--- src/frb_pkg.sv ---
// Shared constants for the framebuffer read unit: message tags,
// mode word layout, register indices and queue sizes.
// Assumes a 9-bit tag, 32-bit data message stream on one clock.
package frb_pkg;

  localparam int TAG_W = 9;
  localparam int DATA_W = 32;
  localparam int ADDR_W = 24;

  // State update group: upper tag bits match, low bits pick the register
  localparam logic [6:0] TAG_REG_GROUP = 7'h2c;
  localparam logic [1:0] REG_IDX_MODE = 2'h0;
  localparam logic [1:0] REG_IDX_SRC_DELTA = 2'h1;
  localparam logic [1:0] REG_IDX_BUF_DELTA = 2'h2;
  localparam logic [1:0] REG_IDX_WIN_ORIGIN = 2'h3;

  // Rasteriser walk group: upper tag bits match; prepare and fill tags sit outside it
  localparam logic [5:0] TAG_WALK_GROUP = 6'h01;
  localparam logic [8:0] TAG_ACTIVE_STEP = 9'h008;
  localparam logic [8:0] TAG_RENDER_PREPARE = 9'h020;
  localparam logic [8:0] TAG_BLOCK_FILL = 9'h021;

  // Output data word tags
  localparam logic [8:0] TAG_DST_READ = 9'h0c0;
  localparam logic [8:0] TAG_SRC_READ = 9'h0c1;
  localparam logic [8:0] TAG_RAW_UPLOAD = 9'h0c2;

  // read_unit_mode layout
  localparam int MODE_W = 14;
  localparam int MODE_FETCH_SRC = 0;
  localparam int MODE_FETCH_DST = 1;
  localparam int MODE_TOP_LEFT = 2;
  localparam int MODE_MSG_TYPE = 3;
  localparam int MODE_PP0 = 5;
  localparam int MODE_PP1 = 8;
  localparam int MODE_PP2 = 11;
  localparam int PP_W = 3;
  localparam int PP_SHIFT_BASE = 4;

  // Message type field values
  localparam logic [1:0] MSG_TYPE_DEFAULT = 2'h0;
  localparam logic [1:0] MSG_TYPE_RAW = 2'h1;

  // Coordinates inside an walk step data word
  localparam int COORD_X_LSB = 0;
  localparam int COORD_Y_LSB = 16;
  localparam int COORD_W = 16;

  // Reset values
  localparam logic [MODE_W-1:0] MODE_RESET = 14'h0000;
  localparam logic [ADDR_W-1:0] DELTA_RESET = 24'h000000;
  localparam logic [ADDR_W-1:0] ORIGIN_RESET = 24'h000000;

  // Message queue: tag, data, two fetch enables, raw flag
  localparam int MQ_W = TAG_W + DATA_W + 3;
  localparam int MQ_DEPTH = 8;

endpackage

--- src/frb_fifo.sv ---
// Synchronous FIFO in flip-flops with valid/ready on both sides.
// Assumes one clock; depth is a power of two of at least two.
`timescale 1ns/1ns
`default_nettype none
module frb_fifo #(
  parameter int WIDTH = 8,
  parameter int DEPTH = 8
) (
  // Clock and reset
  input wire logic clk,
  input wire logic rst,
  // Fill side
  input wire logic wrValid,
  output logic wrReady,
  input wire logic [WIDTH-1:0] wrData,
  // Drain side
  output logic rdValid,
  input wire logic rdReady,
  output logic [WIDTH-1:0] rdData
);
  localparam int PW = $clog2(DEPTH);

  if (DEPTH < 2 || (1 << PW) != DEPTH) begin : g_check
    $error("frb_fifo depth must be a power of two, at least two");
  end

  typedef struct packed {
    logic [DEPTH-1:0][WIDTH-1:0] mem;
    logic [PW-1:0] wrPtr;
    logic [PW-1:0] rdPtr;
    logic [PW:0] count;
  } frb_fifo_s;

  frb_fifo_s fifo_reg;
  frb_fifo_s fifo_next;
  logic doWr;
  logic doRd;

  assign wrReady = fifo_reg.count != (PW+1)'(DEPTH);
  assign rdValid = fifo_reg.count != '0;
  assign rdData = fifo_reg.mem[fifo_reg.rdPtr];
  assign doWr = wrValid && wrReady;
  assign doRd = rdValid && rdReady;

  always_comb begin
    fifo_next = fifo_reg;
    if (doWr) begin
      fifo_next.mem[fifo_reg.wrPtr] = wrData;
      fifo_next.wrPtr = fifo_reg.wrPtr + 1'b1;
    end
    if (doRd) begin
      fifo_next.rdPtr = fifo_reg.rdPtr + 1'b1;
    end
    // Both at once leave the count unchanged
    if (doWr && !doRd) begin
      fifo_next.count = fifo_reg.count + 1'b1;
    end else if (doRd && !doWr) begin
      fifo_next.count = fifo_reg.count - 1'b1;
    end
  end

  always_ff @(posedge clk or posedge rst) begin
    if (rst) begin
      fifo_reg <= '0;
    end else begin
      fifo_reg <= fifo_next;
    end
  end
endmodule
`default_nettype wire

--- src/frb_read_unit.sv ---
// Framebuffer read unit: address generation toward the framebuffer
// interface and merging of returned read data into the message stream.
// Assumes upstream, framebuffer interface and downstream on this clock.
//
// Overview of operation
// - Buffer select delta is added to every computed pixel address.
// - Message type field picks destination/source words or, for a lone read, raw upload words.
// - Copy source delta held as 24-bit two's complement value.
// - Buffer select delta held as 24-bit two's complement value.
// - Window origin address held as 24-bit unsigned base.
// - State update messages load a local register and are dropped.
// - Render prepare pushes hold-reads entry to read address queue.
// - Render prepare and unknown messages queued with fetch enables cleared.
// - Block fill pushes destination write address, queued with enables cleared.
// - Walk step reads: none, source only or destination only per enables.
// - Both enables: destination address queued before source address.
// - After reads, write mode plus destination address go to write queue.
// - Walk step queued with current fetch enables and message type.
// - Every queue push stalls input until target queue has room.
// - Only the walk step tag of the rasteriser walk group is decoded; the rest pass through.
// - Image upload returns a lone destination or source read unconverted as a raw upload word.
// - Address arithmetic is 24-bit, wrapping, coordinates sign extended.
// - Mode bit picks origin: subtract Y offset bottom-left, add top-left.
// - Source address is destination address plus copy source delta.
// - Two reads emit destination word, then source word, then message.
`timescale 1ns/1ns
`default_nettype none
module frb_read_unit
  import frb_pkg::*;
#(
  parameter int MQ_DEPTH_P = MQ_DEPTH
) (
  // Clock and reset
  input wire logic clk,
  input wire logic rst,
  // Incoming messages from the rasteriser side
  input wire logic inValid,
  output logic inReady,
  input wire logic [TAG_W-1:0] inTag,
  input wire logic [DATA_W-1:0] inData,
  // Read address queue
  output logic raValid,
  input wire logic raReady,
  output logic [ADDR_W-1:0] raAddr,
  output logic raHold,
  // Write address queue
  output logic waValid,
  input wire logic waReady,
  output logic [ADDR_W-1:0] waAddr,
  output logic waStep,
  // Returned read data
  input wire logic rdValid,
  output logic rdReady,
  input wire logic [DATA_W-1:0] rdData,
  // Outgoing messages
  output logic outValid,
  input wire logic outReady,
  output logic [TAG_W-1:0] outTag,
  output logic [DATA_W-1:0] outData
);

  typedef enum logic [2:0] {
    IN_IDLE = 3'b000,
    IN_HOLD = 3'b001,
    IN_RDDST = 3'b010,
    IN_RDSRC = 3'b011,
    IN_WA = 3'b100,
    IN_MQ = 3'b101
  } frb_in_st_e;

  typedef enum logic [1:0] {
    OUT_IDLE = 2'b00,
    OUT_RD1 = 2'b01,
    OUT_RD2 = 2'b10,
    OUT_MSG = 2'b11
  } frb_out_st_e;

  typedef struct packed {
    frb_in_st_e inSt;
    frb_out_st_e outSt;
    logic [MODE_W-1:0] mode;
    logic [ADDR_W-1:0] srcDelta;
    logic [ADDR_W-1:0] bufDelta;
    logic [ADDR_W-1:0] winOrigin;
    logic [TAG_W-1:0] msgTag;
    logic [DATA_W-1:0] msgData;
    logic [ADDR_W-1:0] dstAddr;
    logic [ADDR_W-1:0] srcAddr;
    logic [1:0] msgEn;
    logic msgRaw;
    logic inReady;
    logic raValid;
    logic [ADDR_W-1:0] raAddr;
    logic raHold;
    logic waValid;
    logic [ADDR_W-1:0] waAddr;
    logic waStep;
    logic rdReady;
    logic outValid;
    logic [TAG_W-1:0] outTag;
    logic [DATA_W-1:0] outData;
  } frb_state_s;

  if (MQ_DEPTH_P < 2) begin : g_check
    $error("frb_read_unit message queue needs at least two entries");
  end

  frb_state_s st_reg;
  frb_state_s st_next;

  // Message queue signals
  logic mqPush;
  logic mqRoom;
  logic [MQ_W-1:0] mqIn;
  logic mqHave;
  logic mqPop;
  logic [MQ_W-1:0] mqHead;
  logic [TAG_W-1:0] headTag;
  logic [DATA_W-1:0] headData;
  logic [1:0] headEn;
  logic headRaw;

  // Address path
  logic [ADDR_W-1:0] xExt;
  logic [ADDR_W-1:0] yExt;
  logic [ADDR_W-1:0] yOffset;
  logic [ADDR_W-1:0] dstCalc;
  logic [ADDR_W-1:0] srcCalc;
  logic accept;
  logic raFree;
  logic waFree;
  logic outFree;
  logic rdTake;

  // Y times screen width as a sum of up to three shifted terms
  function automatic logic [ADDR_W-1:0] yTimesWidth(input logic [ADDR_W-1:0] y,
                                                    input logic [MODE_W-1:0] m);
    logic [ADDR_W-1:0] acc;
    logic [PP_W-1:0] code;
    acc = '0;
    code = '0;
    for (int i = 0; i < 3; i++) begin
      code = m[MODE_PP0 + i*PP_W +: PP_W];
      if (code != '0) begin
        acc = acc + (y << (int'(code) + PP_SHIFT_BASE));
      end
    end
    return acc;
  endfunction

  assign xExt = ADDR_W'($signed(inData[COORD_X_LSB +: COORD_W]));
  assign yExt = ADDR_W'($signed(inData[COORD_Y_LSB +: COORD_W]));
  assign yOffset = yTimesWidth(yExt, st_reg.mode);

  always_comb begin
    if (st_reg.mode[MODE_TOP_LEFT]) begin
      dstCalc = st_reg.winOrigin + yOffset + xExt + st_reg.bufDelta;
    end else begin
      dstCalc = st_reg.winOrigin - yOffset + xExt + st_reg.bufDelta;
    end
  end

  assign srcCalc = dstCalc + st_reg.srcDelta;

  assign accept = inValid && st_reg.inReady;
  assign raFree = !st_reg.raValid || raReady;
  assign waFree = !st_reg.waValid || waReady;
  assign outFree = !st_reg.outValid || outReady;
  assign rdTake = rdValid && st_reg.rdReady;

  assign mqPush = st_reg.inSt == IN_MQ;
  assign mqIn = {st_reg.msgTag, st_reg.msgData, st_reg.msgEn, st_reg.msgRaw};
  assign {headTag, headData, headEn, headRaw} = mqHead;
  assign mqPop = st_reg.outSt == OUT_MSG && outFree;

  always_comb begin
    st_next = st_reg;
    if (raReady) begin
      st_next.raValid = 1'b0;
    end
    if (waReady) begin
      st_next.waValid = 1'b0;
    end
    if (outReady) begin
      st_next.outValid = 1'b0;
    end

    case (st_reg.inSt)
      IN_IDLE: begin
        if (accept) begin
          st_next.msgTag = inTag;
          st_next.msgData = inData;
          st_next.dstAddr = dstCalc;
          st_next.srcAddr = srcCalc;
          st_next.msgEn = 2'b00;
          st_next.msgRaw = 1'b0;
          if (inTag[TAG_W-1:2] == TAG_REG_GROUP) begin
            case (inTag[1:0])
              REG_IDX_MODE: st_next.mode = inData[MODE_W-1:0];
              REG_IDX_SRC_DELTA: st_next.srcDelta = inData[ADDR_W-1:0];
              REG_IDX_BUF_DELTA: st_next.bufDelta = inData[ADDR_W-1:0];
              REG_IDX_WIN_ORIGIN: st_next.winOrigin = inData[ADDR_W-1:0];
              default: st_next.mode = st_reg.mode;
            endcase
          end else if (inTag == TAG_RENDER_PREPARE) begin
            st_next.inSt = IN_HOLD;
          end else if (inTag == TAG_BLOCK_FILL) begin
            st_next.inSt = IN_WA;
          end else if (inTag == TAG_ACTIVE_STEP) begin
            st_next.msgEn = {st_reg.mode[MODE_FETCH_DST], st_reg.mode[MODE_FETCH_SRC]};
            st_next.msgRaw = st_reg.mode[MODE_MSG_TYPE +: 2] == MSG_TYPE_RAW;
            if (st_reg.mode[MODE_FETCH_DST]) begin
              st_next.inSt = IN_RDDST;
            end else if (st_reg.mode[MODE_FETCH_SRC]) begin
              st_next.inSt = IN_RDSRC;
            end else begin
              st_next.inSt = IN_WA;
            end
          end else begin
            // other walk and unknown messages pass; enables cleared
            st_next.inSt = IN_MQ;
          end
        end
      end
      IN_HOLD: begin
        if (raFree) begin
          st_next.raValid = 1'b1;
          st_next.raHold = 1'b1;
          st_next.raAddr = '0;
          st_next.inSt = IN_MQ;
        end
      end
      IN_RDDST: begin
        if (raFree) begin
          st_next.raValid = 1'b1;
          st_next.raHold = 1'b0;
          st_next.raAddr = st_reg.dstAddr;
          st_next.inSt = st_reg.msgEn[0] ? IN_RDSRC : IN_WA;
        end
      end
      IN_RDSRC: begin
        if (raFree) begin
          st_next.raValid = 1'b1;
          st_next.raHold = 1'b0;
          st_next.raAddr = st_reg.srcAddr;
          st_next.inSt = IN_WA;
        end
      end
      IN_WA: begin
        if (waFree) begin
          st_next.waValid = 1'b1;
          st_next.waAddr = st_reg.dstAddr;
          st_next.waStep = st_reg.msgTag == TAG_ACTIVE_STEP;
          st_next.inSt = IN_MQ;
        end
      end
      IN_MQ: begin
        if (mqRoom) begin
          st_next.inSt = IN_IDLE;
        end
      end
      default: st_next.inSt = IN_IDLE;
    endcase

    case (st_reg.outSt)
      OUT_IDLE: begin
        if (mqHave) begin
          if (headEn == 2'b00) begin
            st_next.outSt = OUT_MSG;
          end else if (headEn[1]) begin
            st_next.outSt = OUT_RD1;
          end else begin
            st_next.outSt = OUT_RD2;
          end
        end
      end
      OUT_RD1: begin
        if (rdTake) begin
          st_next.outValid = 1'b1;
          st_next.outData = rdData;
          // first of two is destination; raw upload only for a lone read
          if (headRaw && headEn != 2'b11) begin
            st_next.outTag = TAG_RAW_UPLOAD;
          end else begin
            st_next.outTag = TAG_DST_READ;
          end
          st_next.outSt = headEn[0] ? OUT_RD2 : OUT_MSG;
        end
      end
      OUT_RD2: begin
        if (rdTake) begin
          st_next.outValid = 1'b1;
          st_next.outData = rdData;
          if (headRaw && headEn != 2'b11) begin
            st_next.outTag = TAG_RAW_UPLOAD;
          end else begin
            st_next.outTag = TAG_SRC_READ;
          end
          st_next.outSt = OUT_MSG;
        end
      end
      OUT_MSG: begin
        if (outFree) begin
          st_next.outValid = 1'b1;
          st_next.outTag = headTag;
          st_next.outData = headData;
          st_next.outSt = OUT_IDLE;
        end
      end
      default: st_next.outSt = OUT_IDLE;
    endcase

    // Ready only when the idle input stage and empty output slot follow
    st_next.inReady = st_next.inSt == IN_IDLE;
    st_next.rdReady = (st_next.outSt == OUT_RD1 || st_next.outSt == OUT_RD2) &&
                      !st_next.outValid;
  end

  always_ff @(posedge clk or posedge rst) begin
    if (rst) begin
      st_reg <= '0;
      st_reg.inSt <= IN_IDLE;
      st_reg.outSt <= OUT_IDLE;
      st_reg.mode <= MODE_RESET;
      st_reg.srcDelta <= DELTA_RESET;
      st_reg.bufDelta <= DELTA_RESET;
      st_reg.winOrigin <= ORIGIN_RESET;
    end else begin
      st_reg <= st_next;
    end
  end

  // Decouples address issue from data return
  frb_fifo #(
    .WIDTH(MQ_W),
    .DEPTH(MQ_DEPTH_P)
  ) u_mq (
    .clk(clk),
    .rst(rst),
    .wrValid(mqPush),
    .wrReady(mqRoom),
    .wrData(mqIn),
    .rdValid(mqHave),
    .rdReady(mqPop),
    .rdData(mqHead)
  );

  assign inReady = st_reg.inReady;
  assign raValid = st_reg.raValid;
  assign raAddr = st_reg.raAddr;
  assign raHold = st_reg.raHold;
  assign waValid = st_reg.waValid;
  assign waAddr = st_reg.waAddr;
  assign waStep = st_reg.waStep;
  assign rdReady = st_reg.rdReady;
  assign outValid = st_reg.outValid;
  assign outTag = st_reg.outTag;
  assign outData = st_reg.outData;
endmodule
`default_nettype wire

--- config.mk ---
export PLATFORM = sky130hd
export DESIGN_NAME = frb_read_unit
export DESIGN_NICKNAME = d
export VERILOG_FILES = /design/src/frb_pkg.sv /design/src/frb_fifo.sv /design/src/frb_read_unit.sv
export SDC_FILE = /design/constraint.sdc
export NUM_CORES = 2
export LEC_CHECK = 0
export BUFFER_PORTS_ARGS = -buffer_cell sky130_fd_sc_hd__buf_2
export CAP_MARGIN = 20
export CORE_MARGIN = 1
export CORE_UTILIZATION = 45
export CTS_CLUSTER_DIAMETER = 120
export DETAILED_ROUTE_END_ITERATION = 8
export PLACE_DENSITY_LB_ADDON = 0.1
export SYNTH_ARGS = -nofsm -noshare
export SYNTH_HDL_FRONTEND = slang
export SYNTH_HIERARCHICAL = 1
export SYNTH_SLANG_ARGS = --single-unit
--- constraint.sdc ---
create_clock -name clk -period 17.5 [get_ports clk]
set_input_delay 1.75 -clock clk [delete_from_list [all_inputs] [get_ports clk]]
set_output_delay 1.75 -clock clk [all_outputs]
set_load 0.05 [all_outputs]
==> out/summary.txt <==
Placeable Area: 0.0840 mm²
Reg area: 0.0161 mm²
fin crit share: 0.595
leakage power: 20.2 nW
gr usage total: 0.238
Yosys reg bits: 641
clock sink count: 641
Worst Skew: 0.0399 ns
DP Wirelength: 69,700 µm
total CTS buffers: 77
die span in x: 294 µm
Worst VDD drop: 83.4 µV
Root Driver: clkbuf_16
setup TNS: 0 ns
pin count of the biggest net entering global routing: 146
slowest stage cell, crit path: a2111oi_0
min Tclk post-route: 10.41 ns
Worst Path Required: 18.04 ns
Routed WL per cell: 21.9 µm
Worst-path clk slew: 0.05 ns
Synth cell types: 93
Max H-tree Level: 3
CP dominant cell by count: ha_1
worst reg2reg path depth: 34
post-cts gate resize count: 0
syn avg cell area: 11.3 µm²
sequential-to-total area share from yosys stat: 0.418
hold path depth: 2
Boundary Pins: 176
worst-case clock buffer depth: 3
hold violation total from the final report: 0
Initial Util: 0.457
max cap viols: 0
share of layout cells above drive strength 1: 0.285
area grow syn2layout: 9.85%
share of the synthesized area in the top cell type: 0.418
Pre-Repair DR Iteration Count: 5
Synth Flop Type: dfrtp_1
vias post-DR: 25,800
crit path DAT: 10.95 ns
hold buffers post-CTS: 0
Via density: 5.60
Post-CTS Setup Inserts: 0
utilization after layout: 0.502
total global routing overflow: 0
EDFF count, synth: 0
wire length of the first global-routing pass: 159,000 µm
Port Buffers: 175
die height: 294 µm
GP Congestion: 0.873
DR iter-0 viols: 1,591
Hold Slack: 0.465 ns
WL final: 101,000 µm
Final Net Count: 3,712
area of the multi-input gates: 0.0200 mm²
Critical Path Source: inData[16]
status: finished clean
Mapped Area: 0.0384 mm²
r2r setup slk: 7.30 ns
Post-Syn Instances: 3,387
CTS tree: done
Critical Path End Type: flop
reg2reg start: st_reg[269]
Slew Viols, Final: 0
Setup crit start kind: input port
Crit Path Max Fanout: 14
WS Path Type: input port to flop
ys async rst share: 1.00
Worst-Skew Late Latency: 0.63 ns
post-route antenna net violation count: 0
pwr dens: 158 mW/mm²
initial antenna violation count: 3
worst flop-to-flop path endpoint: st_reg[122]
row cnt: 106
Worst-Margin Slew: 1.10 ns
top cells by area, synth: dfrtp_1 (42%), mux2_2 (15%), mux4_2 (6.0%), fa_1 (5.0%), nand2_1 (3.9%)
cell taking the most area after synthesis: dfrtp_1
RSZ-0062 raised after global routing: false
Syn. warnings: 6
Min-Delay Endpoint: outData[28]
Worst Hold Class: flop to flop
max reg flops: 362
Final Setup Violations: 0
DR DRC count: 0
hold_sp: outData[28]
number of global-route vias before repair: 26,600
fmax: 0.0960 GHz
die area: 0.0864 mm²
filler instances: 7,478
tightest slew margin relative to the limit: 0.267
Worst path max stage delay: 0.56 ns
-- critical path, delay by kind of cell --
family	cells	cell delay, ns
compound gates	17	4.36
xor+xnor	3	0.63
mux	2	0.49
buf+inv	2	0.28
simple gates	5	1.24
fa+ha+maj	6	2.18
-- stage by stage --
stage | setup slack (ns) | instance area [µm²] | instances | total power, mW
after global routing | 6.48 | 42100 | 4613 | 7.11
after CTS | 7.24 | 42000 | 4609 | 6.73
after global placement | 6.74 | 39500 | 4471 | 5.01
after floorplan | 5.70 | 38400 | 3399 | 4.43
after detailed placement | 6.62 | 39500 | 4472 | 5.10
final | 7.09 | 42200 | 4614 | 6.68
-- metal layers --
layer  part of all wire  GRT usage  vias to the layer above
met3              0.041     0.0320                      133
li1                   -          -                    11900
met4              0.024     0.0673                        4
met5            0.00023          0                        -
met2               0.50      0.411                      498
met1               0.43      0.310                    13300
-- Yosys cell counts, drive strengths merged (20+ instances only) --
master	n
mux2i	86
o21ai	150
fa	96
nand3	42
xnor2	61
nor2	106
nor2b	20
nor3	32
mux4	104
clkbuf	104
o31ai	36
xor2	28
inv	215
a22oi	31
dfrtp	641
buf	166
a21oi	112
mux2	517
nand2	401
ha	115
a21o	29
nand2b	22
-- layout make-up --
class / instances / area share
diodes: 1 / 0.0000594
clock buffers: 114 / 0.0528
clock inverters: 23 / 0.00790
inverters: 218 / 0.0198
multi-input cells: 2270 / 0.476
flip-flops and latches: 641 / 0.381
well taps: 1134 / 0.0337
repair buffers: 213 / 0.0294
-- report_power, final --
part / internal [mW] / total [mW] / switching, mW
logic: 1.23 / 2.71 / 1.48
clock network: 0.961 / 1.61 / 0.647
registers: 1.94 / 2.36 / 0.420
-- layout by cell type (no fill, tap or decap), types with 102 or more instances in the layout --
cell and instances:
o21ai_0 144, mux4_2 102, inv_1 209, dfrtp_1 637, a21oi_1 111, mux2_2 503
nand2_1 401, ha_1 115, nor2_1 103, buf_2 176
-- worst max-delay path by stage --
| stage | end | cells after the start |
|---|---|---|
| after detailed placement | st_reg[122] | 35 |
| after floorplan | u_mq/fifo_reg[0] | 1 |
| final | st_reg[122] | 35 |
| after global routing | st_reg[122] | 36 |
| after global placement | st_reg[122] | 36 |
| after CTS | st_reg[122] | 35 |
-- logic make-up after synthesis --
| kind of cell | count (synthesis) | share of synthesized area |
|---|---|---|
| AND/OR/NAND/NOR | 739 | 0.0890 |
| multiplexers | 707 | 0.237 |
| flip-flops | 641 | 0.418 |
| AO/OA/AOI/OAI | 508 | 0.0844 |
| buffers and inverters | 488 | 0.0626 |
| adder cells (fa/ha/maj) | 211 | 0.0876 |
| XOR/XNOR | 91 | 0.0215 |
| other | 2 | 0.000196 |
No activity file was read; power rests on OpenSTA's default activity.
